### src/pkg/flag_bank_pkg.sv
// Register map, field positions and unmapped read value of the special flag bank
package flag_bank_pkg;
	localparam int ADDR_W = 4;
	localparam int DATA_W = 32;
	// Word addresses
	localparam logic [ADDR_W-1:0] ADDR_SYS_FLAGS = 4'h0;
	localparam logic [ADDR_W-1:0] ADDR_CMD_FLAGS = 4'h1;
	localparam logic [ADDR_W-1:0] ADDR_CMD_WORD  = 4'h2;
	localparam logic [ADDR_W-1:0] ADDR_DRV_STAT  = 4'h3;
	localparam logic [ADDR_W-1:0] ADDR_VIRT_OUT  = 4'h4;
	localparam logic [ADDR_W-1:0] ADDR_CTRL      = 4'h5;
	localparam logic [ADDR_W-1:0] ADDR_IRQ_STAT  = 4'h6;
	localparam logic [ADDR_W-1:0] ADDR_IRQ_CLR   = 4'h7;
	localparam logic [ADDR_W-1:0] ADDR_IRQ_EN    = 4'h8;
	// System flag word bit positions
	localparam int SYS_SELF_DIAG   = 0;
	localparam int SYS_ERR_TRACK   = 1;
	localparam int SYS_ERR_STICKY  = 2;
	localparam int SYS_CONST_ONE   = 3;
	localparam int SYS_CONST_ZERO  = 4;
	localparam int SYS_FIRST_SCAN  = 5;
	localparam int SYS_FIRST_SCAN_N = 6;
	localparam int SYS_W           = 7;
	// Control word bits
	localparam int CTRL_SRC_SEL    = 0;
	localparam int CTRL_CLR_STICKY = 1;
	// Widths
	localparam int TERM_W = 12;
	localparam int STAT_W = 9;
	localparam int VOUT_W = 10;
	localparam int IRQ_W  = 3;
	// Interrupt bits
	localparam int IRQ_DIAG  = 0;
	localparam int IRQ_OPERR = 1;
	localparam int IRQ_ALARM = 2;
	localparam logic [DATA_W-1:0] UNMAPPED_VAL = 32'h0;
	typedef enum logic [1:0] {
		SCAN_STOP  = 2'b00,
		SCAN_FIRST = 2'b01,
		SCAN_RUN   = 2'b11
	} scan_state_t;
endpackage

### src/core/scan_refresh.sv
// End-of-scan refresh of terminal commands and drive status
`timescale 1ns/1ps
module scan_refresh
	import flag_bank_pkg::*;
#(
	parameter int TW = TERM_W,
	parameter int SW = STAT_W,
	parameter int VW = VOUT_W
) (
	input  wire logic          clk_in,        // Core clock
	input  wire logic          rst_n_in,      // Sync reset, active low
	input  wire logic          scan_end_in,   // End-of-scan strobe
	input  wire logic          src_sel_in,    // 0 flags, 1 command word
	input  wire logic [TW-1:0] cmd_flags_in,  // Individual command flags
	input  wire logic [TW-1:0] cmd_word_in,   // Command word register
	input  wire logic [SW-1:0] stat_in,       // Synchronised drive status
	input  wire logic [VW-1:0] vout_in,       // Synchronised virtual outputs
	output logic      [TW-1:0] term_out,      // Applied terminal commands
	output logic      [SW-1:0] stat_out,      // Sampled status flags
	output logic      [VW-1:0] vout_out       // Sampled virtual outputs
);
	wire [TW-1:0] term_sel = src_sel_in ? cmd_word_in : cmd_flags_in;

	always_ff @(posedge clk_in) begin
		if (!rst_n_in) begin
			term_out <= '0;
			stat_out <= '0;
			vout_out <= '0;
		end else if (scan_end_in) begin
			term_out <= term_sel;
			stat_out <= stat_in;
			vout_out <= vout_in;
		end
	end
endmodule // scan_refresh

### src/core/special_flag_bank.sv
// Special flag bank with Avalon-MM register access
`timescale 1ns/1ps
module special_flag_bank
	import flag_bank_pkg::*;
(
	input  wire logic              CORE_CLK_IN,        // 40 MHz core clock
	input  wire logic              RESET_N_IN,         // Sync reset, active low
	input  wire logic [ADDR_W-1:0] AVS_ADDRESS_IN,     // Word address
	input  wire logic              AVS_READ_IN,        // Read strobe
	input  wire logic              AVS_WRITE_IN,       // Write strobe
	input  wire logic [DATA_W-1:0] AVS_WRITEDATA_IN,   // Write data
	input  wire logic [3:0]        AVS_BYTEENABLE_IN,  // Byte enables
	output logic      [DATA_W-1:0] AVS_READDATA_OUT,   // Read data
	output logic                   AVS_WAITREQUEST_OUT, // Wait request
	input  wire logic              RUN_MODE_IN,        // Controller run (1) or stop
	input  wire logic              SCAN_END_IN,        // End-of-scan pulse from sequencer
	input  wire logic              SELF_DIAG_ERR_IN,   // Self-diagnosis error detected
	input  wire logic              OP_ERR_IN,          // Instruction error present
	input  wire logic [STAT_W-1:0] DRIVE_STAT_IN,      // Drive status pins
	input  wire logic [VOUT_W-1:0] VIRT_OUT_IN,        // Output terminal function states
	output logic      [TERM_W-1:0] TERM_CMD_OUT,       // Drive input terminals
	output logic      [SYS_W-1:0]  SYS_FLAGS_OUT,      // System flags to sequencer
	output logic                   IRQ_OUT             // Interrupt, active high
);
	// Pin inputs pass three flops; a change counts once stages two and three agree
	logic [STAT_W-1:0] stat_s1_r, stat_s2_r, stat_s3_r, stat_q_r;
	logic [VOUT_W-1:0] vout_s1_r, vout_s2_r, vout_s3_r, vout_q_r;
	logic [1:0]        err_s1_r, err_s2_r, err_s3_r, err_q_r;

	always_ff @(posedge CORE_CLK_IN) begin
		if (!RESET_N_IN) begin
			stat_s1_r <= '0;
			stat_s2_r <= '0;
			stat_s3_r <= '0;
			vout_s1_r <= '0;
			vout_s2_r <= '0;
			vout_s3_r <= '0;
			err_s1_r  <= '0;
			err_s2_r  <= '0;
			err_s3_r  <= '0;
		end else begin
			stat_s1_r <= DRIVE_STAT_IN;
			stat_s2_r <= stat_s1_r;
			stat_s3_r <= stat_s2_r;
			vout_s1_r <= VIRT_OUT_IN;
			vout_s2_r <= vout_s1_r;
			vout_s3_r <= vout_s2_r;
			err_s1_r  <= {OP_ERR_IN, SELF_DIAG_ERR_IN};
			err_s2_r  <= err_s1_r;
			err_s3_r  <= err_s2_r;
		end
	end

	// Per-bit agreement filter
	genvar gi;
	generate
		for (gi = 0; gi < STAT_W; gi++) begin : g_stat
			always_ff @(posedge CORE_CLK_IN) begin
				if (!RESET_N_IN)
					stat_q_r[gi] <= 1'b0;
				else if (stat_s2_r[gi] == stat_s3_r[gi])
					stat_q_r[gi] <= stat_s3_r[gi];
			end
		end
		for (gi = 0; gi < VOUT_W; gi++) begin : g_vout
			always_ff @(posedge CORE_CLK_IN) begin
				if (!RESET_N_IN)
					vout_q_r[gi] <= 1'b0;
				else if (vout_s2_r[gi] == vout_s3_r[gi])
					vout_q_r[gi] <= vout_s3_r[gi];
			end
		end
		for (gi = 0; gi < 2; gi++) begin : g_err
			always_ff @(posedge CORE_CLK_IN) begin
				if (!RESET_N_IN)
					err_q_r[gi] <= 1'b0;
				else if (err_s2_r[gi] == err_s3_r[gi])
					err_q_r[gi] <= err_s3_r[gi];
			end
		end
	endgenerate

	wire diag_err = err_q_r[0];
	wire op_err   = err_q_r[1];

	// Register decode
	wire wr_en      = AVS_WRITE_IN && AVS_BYTEENABLE_IN[0];
	wire wr_cmdf    = wr_en && (AVS_ADDRESS_IN == ADDR_CMD_FLAGS);
	wire wr_cmdw    = wr_en && (AVS_ADDRESS_IN == ADDR_CMD_WORD);
	wire wr_ctrl    = wr_en && (AVS_ADDRESS_IN == ADDR_CTRL);
	wire wr_irq_clr = wr_en && (AVS_ADDRESS_IN == ADDR_IRQ_CLR);
	wire wr_irq_en  = wr_en && (AVS_ADDRESS_IN == ADDR_IRQ_EN);
	wire clr_sticky = wr_ctrl && AVS_WRITEDATA_IN[CTRL_CLR_STICKY];

	logic [TERM_W-1:0] cmd_flags_r, cmd_word_r;
	logic              src_sel_r;
	logic              diag_r, track_r, sticky_r;
	logic              run_d_r;
	scan_state_t       scan_st_r, scan_st_nxt;
	logic [IRQ_W-1:0]  irq_stat_r, irq_en_r;
	logic [STAT_W-1:0] stat_smp;
	logic [VOUT_W-1:0] vout_smp;
	logic [TERM_W-1:0] term_q;

	// Command flags, command word and source select, written by software
	always_ff @(posedge CORE_CLK_IN) begin
		if (!RESET_N_IN) begin
			cmd_flags_r <= '0;
			cmd_word_r  <= '0;
			src_sel_r   <= 1'b0;
		end else begin
			if (wr_cmdf)
				cmd_flags_r <= AVS_WRITEDATA_IN[TERM_W-1:0];
			if (wr_cmdw)
				cmd_word_r <= AVS_WRITEDATA_IN[TERM_W-1:0];
			if (wr_ctrl)
				src_sel_r <= AVS_WRITEDATA_IN[CTRL_SRC_SEL];
		end
	end

	// Error flags: system-driven; software can only clear the sticky flag
	always_ff @(posedge CORE_CLK_IN) begin
		if (!RESET_N_IN) begin
			diag_r   <= 1'b0;
			track_r  <= 1'b0;
			sticky_r <= 1'b0;
		end else begin
			diag_r  <= diag_err;
			track_r <= op_err;
			// Set wins over a simultaneous clear
			if (op_err)
				sticky_r <= 1'b1;
			else if (clr_sticky)
				sticky_r <= 1'b0;
		end
	end

	// First-scan tracking: a new run starts the first scan, which ends at scan end
	wire run_rise = RUN_MODE_IN && !run_d_r;
	always_comb begin
		scan_st_nxt = scan_st_r;
		case (scan_st_r)
			SCAN_STOP:  if (run_rise) scan_st_nxt = SCAN_FIRST;
			SCAN_FIRST: if (!RUN_MODE_IN) scan_st_nxt = SCAN_STOP;
			            else if (SCAN_END_IN) scan_st_nxt = SCAN_RUN;
			SCAN_RUN:   if (!RUN_MODE_IN) scan_st_nxt = SCAN_STOP;
			default:    scan_st_nxt = SCAN_STOP;
		endcase
	end

	always_ff @(posedge CORE_CLK_IN) begin
		if (!RESET_N_IN) begin
			run_d_r   <= 1'b0;
			scan_st_r <= SCAN_STOP;
		end else begin
			run_d_r   <= RUN_MODE_IN;
			scan_st_r <= scan_st_nxt;
		end
	end

	wire first_scan = (scan_st_r == SCAN_FIRST);

	// System flag word to the sequencer
	always_comb begin
		SYS_FLAGS_OUT                   = '0;
		SYS_FLAGS_OUT[SYS_SELF_DIAG]    = diag_r;
		SYS_FLAGS_OUT[SYS_ERR_TRACK]    = track_r;
		SYS_FLAGS_OUT[SYS_ERR_STICKY]   = sticky_r;
		SYS_FLAGS_OUT[SYS_CONST_ONE]    = 1'b1;
		SYS_FLAGS_OUT[SYS_CONST_ZERO]   = 1'b0;
		SYS_FLAGS_OUT[SYS_FIRST_SCAN]   = first_scan;
		SYS_FLAGS_OUT[SYS_FIRST_SCAN_N] = !first_scan;
	end

	scan_refresh #(
		.TW (TERM_W),
		.SW (STAT_W),
		.VW (VOUT_W)
	) u_refresh (
		.clk_in       (CORE_CLK_IN),
		.rst_n_in     (RESET_N_IN),
		.scan_end_in  (SCAN_END_IN),
		.src_sel_in   (src_sel_r),
		.cmd_flags_in (cmd_flags_r),
		.cmd_word_in  (cmd_word_r),
		.stat_in      (stat_q_r),
		.vout_in      (vout_q_r),
		.term_out     (term_q),
		.stat_out     (stat_smp),
		.vout_out     (vout_smp)
	);
	assign TERM_CMD_OUT = term_q;

	// Interrupts: diag error, operation error, drive alarm (status bit 7)
	wire [IRQ_W-1:0] irq_evt = {stat_smp[STAT_W-2], op_err, diag_err};
	always_ff @(posedge CORE_CLK_IN) begin
		if (!RESET_N_IN) begin
			irq_stat_r <= '0;
			irq_en_r   <= '0;
		end else begin
			irq_stat_r <= irq_evt | (irq_stat_r & ~(wr_irq_clr ? AVS_WRITEDATA_IN[IRQ_W-1:0] : '0));
			if (wr_irq_en)
				irq_en_r <= AVS_WRITEDATA_IN[IRQ_W-1:0];
		end
	end
	assign IRQ_OUT = |(irq_stat_r & irq_en_r);

	// Read path: one wait cycle, then data registered
	logic rd_done_r;
	logic [DATA_W-1:0] rdata_r;
	logic [DATA_W-1:0] rd_mux;
	always_comb begin
		case (AVS_ADDRESS_IN)
			ADDR_SYS_FLAGS: rd_mux = DATA_W'(SYS_FLAGS_OUT);
			ADDR_CMD_FLAGS: rd_mux = DATA_W'(cmd_flags_r);
			ADDR_CMD_WORD:  rd_mux = DATA_W'(cmd_word_r);
			ADDR_DRV_STAT:  rd_mux = DATA_W'(stat_smp);
			ADDR_VIRT_OUT:  rd_mux = DATA_W'(vout_smp);
			ADDR_CTRL:      rd_mux = DATA_W'(src_sel_r);
			ADDR_IRQ_STAT:  rd_mux = DATA_W'(irq_stat_r);
			ADDR_IRQ_EN:    rd_mux = DATA_W'(irq_en_r);
			default:        rd_mux = UNMAPPED_VAL;
		endcase
	end

	always_ff @(posedge CORE_CLK_IN) begin
		if (!RESET_N_IN) begin
			rd_done_r <= 1'b0;
			rdata_r   <= '0;
		end else begin
			rd_done_r <= AVS_READ_IN && !rd_done_r;
			if (AVS_READ_IN && !rd_done_r)
				rdata_r <= rd_mux;
		end
	end
	assign AVS_READDATA_OUT    = rdata_r;
	assign AVS_WAITREQUEST_OUT = AVS_READ_IN && !rd_done_r;

	// Checks
	property p_const_flags;
		@(posedge CORE_CLK_IN) disable iff (!RESET_N_IN)
		SYS_FLAGS_OUT[SYS_CONST_ONE] && !SYS_FLAGS_OUT[SYS_CONST_ZERO];
	endproperty
	a_const_flags: assert property (p_const_flags) else $error("constant flags wrong");

	property p_first_pair;
		@(posedge CORE_CLK_IN) disable iff (!RESET_N_IN)
		SYS_FLAGS_OUT[SYS_FIRST_SCAN] != SYS_FLAGS_OUT[SYS_FIRST_SCAN_N];
	endproperty
	a_first_pair: assert property (p_first_pair) else $error("first-scan pair not inverse");

	// The inverted flag may only drop on the edge after a stop-to-run change
	property p_first_n_fall;
		@(posedge CORE_CLK_IN) disable iff (!RESET_N_IN)
		$fell(SYS_FLAGS_OUT[SYS_FIRST_SCAN_N]) |-> $past(run_rise);
	endproperty
	a_first_n_fall: assert property (p_first_n_fall) else $error("first-scan low without run entry");

	property p_first_start;
		@(posedge CORE_CLK_IN) disable iff (!RESET_N_IN)
		(RUN_MODE_IN && !run_d_r) |=> SYS_FLAGS_OUT[SYS_FIRST_SCAN] || !RUN_MODE_IN;
	endproperty
	a_first_start: assert property (p_first_start) else $error("first scan not started");

	property p_first_end;
		@(posedge CORE_CLK_IN) disable iff (!RESET_N_IN)
		(first_scan && SCAN_END_IN) |=> !SYS_FLAGS_OUT[SYS_FIRST_SCAN];
	endproperty
	a_first_end: assert property (p_first_end) else $error("first scan lasted too long");

	property p_sticky_set;
		@(posedge CORE_CLK_IN) disable iff (!RESET_N_IN)
		op_err |=> sticky_r && track_r;
	endproperty
	a_sticky_set: assert property (p_sticky_set) else $error("error flags not set");

	property p_track_clear;
		@(posedge CORE_CLK_IN) disable iff (!RESET_N_IN)
		!op_err |=> !track_r;
	endproperty
	a_track_clear: assert property (p_track_clear) else $error("tracking flag stuck");

	property p_sticky_hold;
		@(posedge CORE_CLK_IN) disable iff (!RESET_N_IN)
		(sticky_r && !clr_sticky) |=> sticky_r;
	endproperty
	a_sticky_hold: assert property (p_sticky_hold) else $error("sticky flag lost");

	property p_diag;
		@(posedge CORE_CLK_IN) disable iff (!RESET_N_IN)
		diag_err |=> SYS_FLAGS_OUT[SYS_SELF_DIAG];
	endproperty
	a_diag: assert property (p_diag) else $error("diag flag not set");

	property p_term_src;
		@(posedge CORE_CLK_IN) disable iff (!RESET_N_IN)
		SCAN_END_IN |=> TERM_CMD_OUT == ($past(src_sel_r) ? $past(cmd_word_r) : $past(cmd_flags_r));
	endproperty
	a_term_src: assert property (p_term_src) else $error("terminal source wrong");

	property p_term_hold;
		@(posedge CORE_CLK_IN) disable iff (!RESET_N_IN)
		!SCAN_END_IN |=> $stable(TERM_CMD_OUT);
	endproperty
	a_term_hold: assert property (p_term_hold) else $error("terminals changed mid-scan");
endmodule // special_flag_bank

### config.mk
export PLATFORM = sky130hd
export DESIGN_NAME = special_flag_bank
export DESIGN_NICKNAME = d
export VERILOG_FILES = /design/src/pkg/flag_bank_pkg.sv /design/src/core/scan_refresh.sv /design/src/core/special_flag_bank.sv
export SDC_FILE = /design/constraint.sdc
export NUM_CORES = 1
export LEC_CHECK = 0
export BUFFER_PORTS_ARGS = -buffer_cell sky130_fd_sc_hd__buf_4
export CAP_MARGIN = 10
export CELL_PAD_IN_SITES_DETAIL_PLACEMENT = 0
export CELL_PAD_IN_SITES_GLOBAL_PLACEMENT = 1
export CORE_ASPECT_RATIO = 1.2
export CORE_MARGIN = 2
export CORE_UTILIZATION = 45
export CTS_CLUSTER_SIZE = 28
export DETAILED_ROUTE_END_ITERATION = 10
export GPL_ROUTABILITY_DRIVEN = 0
export GPL_TIMING_DRIVEN = 0
export PLACE_DENSITY_LB_ADDON = 0.12
export SYNTH_ARGS = -nofsm -noshare
export SYNTH_HDL_FRONTEND = slang
export SYNTH_SLANG_ARGS = --single-unit
### constraint.sdc
create_clock -name CORE_CLK_IN -period 2.5 [get_ports CORE_CLK_IN]
set_input_delay 0.125 -clock CORE_CLK_IN [delete_from_list [all_inputs] [get_ports CORE_CLK_IN]]
set_output_delay 0.125 -clock CORE_CLK_IN [all_outputs]
set_load 0.01 [all_outputs]
==> qor.yml, run 1 <==
run_status:
  status: "finished, final reports clean"
drt:
  routed_wirelength_mm: 14.2
  wl_per_cell_um: 15.2
  first_pass_iters: 5
  num_vias: 4635
  route.met3.wl_um: 665
  remaining_drc_errors: 0
  drt_iter0_drc: 222
  met1_length_mm: 6.13
  via_per_inst: 4.96
  wl_met2_mm: 7.13
  top_layer: "met4"
  ant_nets: 0
clock_tree:
  clk_latency_ps: 430
  htreeDepth: 4
  cts.clk_slew.worst_paths_ps: 60
  numCtsBuffers: 17
  postCtsSetupRepairBufs: 0
  clockBufferDepth: 2
  cts_resized: 0
  holdBufCountCts: 34
  cts_root_buf: "clkbuf_16"
  cts.sinks: 165
  cts_tree: "done"
setup_path:
  critPathLaunchType: "flip-flop"
  cp_data_required_time_ps: 2810
  critPathMaxFanout: 10
  cp-end-kind: "flip-flop"
  worstSetupPathType: "flip-flop to flip-flop"
  critPathArrivalTime_ps: 1940
sta:
  rsz0062_at_grt: "no"
  setup_violations: 0
  setup_total_negative_slack_ps: 0
  finalCriticalPeriod_ps: 1630
  worst_pin_slew_ps: 727
  hold_viol: 0
  finalCritPeriodShare: 0.652
  finalMaxSlewViolations: 0
  fin_skew_ps: 11.3
  whs_ps: 147
  clock.fmax_mhz: 614
  slew_headroom: 0.515
synth:
  synthArstFlopShare: 0
  synth_xor_area_frac: 0
  synth_area_um2: 6160
  ys_warn_count: 0
  yosys.area_share.adder: 0
  synth_compound_area_frac: 0.113
  synth_edf_count: 0
  avgSynthCellArea_um2: 10.1
  synthCells: 610
  yosysTopAreaCellShare: 0.536
  synth_seq_cells: 165
  yosys.area_share.simple: 0.171
  yosys-top-cells-count: "dfxtp_1 (165), mux2i_1 (68), nor2_1 (68)"
  synth_top_family_by_area: "simple AND/OR/NAND/NOR gates"
  synth_cell_types: 52
  ys_seq_area_frac: 0.536
  ys_top_cells_by_area: "dfxtp_1 (54%), mux2i_1 (11%), and2_1 (6.6%)"
  synthFlopType: "dfxtp_1"
  synth_top_area_cell: "dfxtp_1"
  synth.most_common_cell: "dfxtp_1"
  yosys-mux-area-fraction: 0.114
floorplan:
  core-area_um2: 13300
  start_util: 0.464
  io_pins: 120
  dieHeight_um: 132
  row_count: 46
  die_w_um: 111
  die_area_um2: 14700
global_route:
  grt_pass1_wl_mm: 23.3
  grt_overflow: 0
  grt_pass1_vias: 4564
  antenna_found_initial: 0
  grt_max_degree: 17
  grt.total_usage: 0.199
layout:
  fillCellCount: 1156
  flow.area_growth_from_synthesis_pct: 28.3
  final_area_um2: 7910
  final_util: 0.595
  drive_gt1_frac: 0.205
  fin_nets: 821
  final_cells: 935
  n_antenna_cell: 0
power_and_ir_drop:
  p_sw_frac: 0.231
  comb_power_share: 0.068
  internal_power_mw: 4.35
  vdd_ir_drop_max_v: 0.000453
  power.leakage_nw: 3.41
  power_density_nw_per_um2: 715
  p_sw_mw: 1.30
  pwr-share-seq: 0.480
  clkPwrFrac: 0.452
worst_hold_path:
  hold_class: "primary input to flip-flop"
placement:
  placed_area_um2: 6980
  place_hpwl_mm: 10.5
  dp.cells: 869
  io_buffers: 71
job:
  drv_cap: 0
[metal layers]
| metal | vias up | GRT usage |
|---|---|---|
| met5 | - | 0 |
| met4 | 0 | 0.0597 |
| met3 | 20 | 0.0446 |
| met2 | 138 | 0.358 |
| met1 | 2139 | 0.236 |
| li1 | 2338 | - |
[registers in the layout, indices dropped and copies added (netlist names), 12 cells and up]
| signal | count |
|---|---|
| cmd_flags_r | 12 |
| cmd_word_r | 12 |
| AVS_READDATA_OUT | 12 |
| u_refresh.term_out | 12 |
[critical path: stages, from the launching register on]
cell      delay [ps]
dfxtp_1          340
nand2b_1         110
buf_2            260
inv_1            140
a22oi_1          420
a21oi_1          130
o31a_1           130
[power by group through the flow]
stage	clock network [mW]	logic, mW	registers (mW)
4_1_cts	2.59	0.386	2.71
6_report	2.55	0.387	2.71
2_1_floorplan	0	0.206	2.77
3_3_place_gp	0	0.337	2.77
3_5_place_dp	0	0.343	2.77
5_1_grt	2.70	0.423	2.72
[kinds of logic (layout without fill, tap and decap cells)]
kind of cell	Yosys count	after routing
compound gates	105	105
buf+inv	69	206
flops	165	165
mux	69	69
other cells	2	22
simple gates	200	200
[layout by cell type (no fill, tap or decap), types with 4 or more instances in the layout]
master	count
dfxtp_1	165
buf_4	102
mux2i_1	68
nor2_1	68
and2_1	65
dlygate4sd3_1	34
nand2_1	30
o21ai_0	27
a21oi_1	25
conb_1	22
clkbuf_1	19
clkbuf_16	17
a211oi_1	12
a22o_1	9
a22oi_1	8
buf_2	7
nand4_1	5
a21boi_1	4
o21a_1	4
buf_1	4
nor3b_1	4
and3_1	4
inv_6	4
[per-stage QoR]
stage,power [mW],worst slack [ps]
6_report,5.65,871
4_1_cts,5.69,919
5_1_grt,5.84,811
3_5_place_dp,3.12,808
2_1_floorplan,2.98,1100
3_3_place_gp,3.11,782
[area by class of cell]
cell class | instances | area [um^2] | share of cell area
Sequential cell | 165 | 3300 | 0.418
Clock buffer | 21 | 470 | 0.0595
Inverter | 7 | 26.3 | 0.00332
Buffer | 62 | 373 | 0.0472
Clock inverter | 11 | 114 | 0.0144
Multi-Input combinational cell | 396 | 2540 | 0.321
Tap cell | 168 | 210 | 0.0266
Timing Repair Buffer | 105 | 873 | 0.110
[path summary, 6_finish.rpt]
kind                                              end          from  depth (start not counted)  slack, ps
worst min register to register           stat_s2_r[4]  stat_s1_r[4]                          1        430
worst max-delay path              AVS_READDATA_OUT[0]     rd_done_r                          6        870
worst max register to register    AVS_READDATA_OUT[0]     rd_done_r                          6        870
worst min-delay path            u_refresh.term_out[3]   SCAN_END_IN                          3        150
Power figures use the tool's default switching activity.
==> inputs of run 2 (changes only) <==
--- a/config.mk
+++ b/config.mk
@@ -5,13 +5,14 @@
 export SDC_FILE = /design/constraint.sdc
 export NUM_CORES = 1
 export LEC_CHECK = 0
+export ABC_AREA = 1
 export BUFFER_PORTS_ARGS = -buffer_cell sky130_fd_sc_hd__buf_4
 export CAP_MARGIN = 10
 export CELL_PAD_IN_SITES_DETAIL_PLACEMENT = 0
 export CELL_PAD_IN_SITES_GLOBAL_PLACEMENT = 1
 export CORE_ASPECT_RATIO = 1.2
 export CORE_MARGIN = 2
-export CORE_UTILIZATION = 45
+export CORE_UTILIZATION = 40
 export CTS_CLUSTER_SIZE = 28
 export DETAILED_ROUTE_END_ITERATION = 10
 export GPL_ROUTABILITY_DRIVEN = 0
==> constraint.sdc (replaced) <==
create_clock -name CORE_CLK_IN -period 1.55 [get_ports CORE_CLK_IN]
set_input_delay 0.0775 -clock CORE_CLK_IN [delete_from_list [all_inputs] [get_ports CORE_CLK_IN]]
set_output_delay 0.0775 -clock CORE_CLK_IN [all_outputs]
set_load 0.01 [all_outputs]
==> run 2 against run 1 <==
  * Critical path depth down 3
  * First-iteration DRC count up 20%
  * Clock power rose by 62%
  * Hold slack got worse by 120 ps
  * Flip-flop and latch count unchanged
  * Sequential power increased by 63%
==> qor.yml, run 2 <==
run_status:
  status: "finished, final reports clean"
layout:
  flow.area_growth_from_synthesis_pct: 28.9
  final_util: 0.523  # -0.0716
  layout.cells.most_common_list: "dfxtp_1 (165), nand2_1 (150), inv_1 (114)"
  n_antenna_cell: 0  # unchanged
  drive_gt1_frac: 0.179  # -0.0256
  layout_commonest_cell: "dfxtp_1"
  final_area_um2: 8080  # +2.2%
  fin_nets: 1009  # +23%
  fillCellCount: 1556  # +35%
drt:
  first_pass_iters: 5  # unchanged
  wl_per_cell_um: 13.4  # -12%
  drt_iter0_drc: 266  # +20%
  via_per_inst: 4.57  # -7.8%
  routed_wirelength_mm: 15.6  # +10%
  ant_nets: 0  # unchanged
  num_vias: 5315  # +15%
  remaining_drc_errors: 0  # unchanged
synth:
  synth_top_area_cell: "dfxtp_1"
  synth_edf_count: 0  # unchanged
  avgSynthCellArea_um2: 7.88  # -22%
  synth_cell_types: 32  # -38%
  synthArstFlopShare: 0  # unchanged
  ys_top_cells_by_area: "dfxtp_1 (53%), nand2_1 (9.0%), inv_1 (6.8%)"
  synth_area_um2: 6270  # +1.8%
  synthCells: 796  # +30%
  synth.most_common_cell: "dfxtp_1"
  ys_warn_count: 0  # unchanged
  yosys-top-cells-count: "dfxtp_1 (165), nand2_1 (150), inv_1 (114)"
  ys_seq_area_frac: 0.527  # -0.00930
  synthFlopType: "dfxtp_1"
  yosysTopAreaCellShare: 0.527  # -0.00930
  synth_seq_cells: 165  # unchanged
placement:
  place_hpwl_mm: 11.5  # +9.5%
  io_buffers: 73  # +2.8%
  placed_area_um2: 7160  # +2.5%
sta:
  worst_pin_slew_ps: 793  # +66.2 ps
  setup_violations: 0  # unchanged
  finalCriticalPeriod_ps: 1440
  clock.fmax_mhz: 693
  slew_headroom: 0.471  # -0.0441
  rsz0062_at_grt: "no"
  whs_ps: 25.9  # -121 ps
  fin_skew_ps: 10.7  # -0.607 ps
  hold_viol: 0  # unchanged
  finalCritPeriodShare: 0.931
  finalMaxSlewViolations: 0  # unchanged
clock_tree:
  postCtsSetupRepairBufs: 0  # unchanged
  cts.sinks: 165  # unchanged
  cts_root_buf: "clkbuf_16"
  numCtsBuffers: 17  # unchanged
  clk_latency_ps: 430  # about the same
  htreeDepth: 4  # unchanged
  cts_tree: "done"
  cts.clk_slew.worst_paths_ps: 60  # about the same
  clockBufferDepth: 2  # unchanged
setup_path:
  cp-end-kind: "output pin"
  critPathLaunchType: "flip-flop"
  cp_data_required_time_ps: 1470  # -1340 ps
  worstSetupPathType: "flip-flop to output pin"
  critical_path.top_delay_family: "buffers and inverters"
  critPathArrivalTime_ps: 1360  # -580 ps
  crit_buf_inv: 2  # unchanged
  crit_slowest_cell: "dfxtp_1"
  critical_path.most_common_cell: "buf_4"
  path_cells: "nor2_2 -> buf_4 -> buf_4"
  critPathMaxFanout: 10  # unchanged
  max_stage_delay_ps: 310  # -110 ps
floorplan:
  dieHeight_um: 141  # +6.8%
  start_util: 0.406  # -0.0577
  core-area_um2: 15500  # +16%
  io_pins: 120  # unchanged
  row_count: 50  # +8.7%
  die_w_um: 118  # +6.7%
  die_area_um2: 16700  # +14%
global_route:
  grt_overflow: 0  # unchanged
  grt.total_usage: 0.194  # -0.00489
  antenna_found_initial: 0  # unchanged
  grt_pass1_wl_mm: 25.1  # +7.7%
  grt_pass1_vias: 5156  # +13%
  grt_max_degree: 17  # unchanged
power_and_ir_drop:
  power_density_nw_per_um2: 1150  # +61%
  power.leakage_nw: 3.88  # +14%
  vdd_ir_drop_max_v: 0.000773  # +71%
worst_hold_path:
  hold_class: "primary input to flip-flop"
job:
  drv_cap: 0  # unchanged
==> run 2: cell count changes in the layout (fill, tap and decap cells not counted), moves of 8 or more <==
cell	before	now
inv_1	3	114
mux2i_1	68	0
o211ai_1	1	21
nand2_1	30	150
a21oi_1	25	63
a22o_1	9	0
a211oi_1	12	0
nand3_1	2	44
a22oi_1	8	0
a21oi_2	0	9
and2_1	65	0
o21ai_1	0	19
o21ai_0	27	50
==> run 2: worst paths after layout <==
kind,startpoint,end,slack (ps),cells past startpoint
setup / recovery,rd_done_r,AVS_WAITREQUEST_OUT,110,3
hold / removal,RESET_N_IN,cmd_flags_r[2],30,3
setup reg to reg,src_sel_r,u_refresh.term_out[1],200,5
hold reg to reg,vout_s1_r[7],vout_s2_r[7],410,2
==> run 2: final cells by class <==
type / instances / area [um^2] / area share
buffer: 62 / 375 / 0.0464
tap: 208 / 260 / 0.0322
inverter: 119 / 452 / 0.0559
timing repair buffer: 107 / 888 / 0.110
clock inverter: 14 / 153 / 0.0189
multi-input combinational: 470 / 2220 / 0.275
sequential: 165 / 3300 / 0.409
clock buffer: 18 / 429 / 0.0531
==> run 2: tightest hold or removal path: stages <==
cell and delay [ps]:
buf_4 120, inv_1 100, a21oi_1 120
==> run 2: cell families (layout without fill, tap and decap cells) <==
logic type | after synthesis | after routing | share of synthesized area
compound gates | 170 | 170 | 0.153
other cells | 2 | 22 | 0.00120
buf+inv | 181 | 320 | 0.132
flops | 165 | 165 | 0.527
simple gates | 278 | 278 | 0.188
==> run 2: report_power, final <==
part / switching, mW / internal [mW]
combinational: 0.400 / 0.313
clock: 1.75 / 2.39
sequential: 0.0599 / 4.37
total: 2.21 / 7.07
==> run 2: timing repair <==
action / in CTS / in global routing
endpoints found under the setup margin: 3 / 0
gates resized for setup: 2 / 0
hold buffers: 34 / 0
endpoints found under the hold margin: 49 / 0
==> run 2: through the flow <==
stage	power (mW)	TNS, ps	setup slack (ps)	instances
final	9.28	0	108	1163
after global routing	9.64	0	19.4	1163
after CTS	9.36	0	67.8	1163
after detailed placement	5.17	-26.6	-26.6	1097
after global placement	5.15	0	3.27	1097
after floorplan	4.90	0	495	816
==> run 2: routing by layer <==
metal	wire (um)	GRT usage	part of all wire	vias to the layer above
li1	-	-	-	2760
met1	6420	0.212	0.41	2406
met2	8230	0.361	0.53	127
met3	572	0.0384	0.037	22
met4	374	0.0843	0.024	0
met5	0	0	0	-
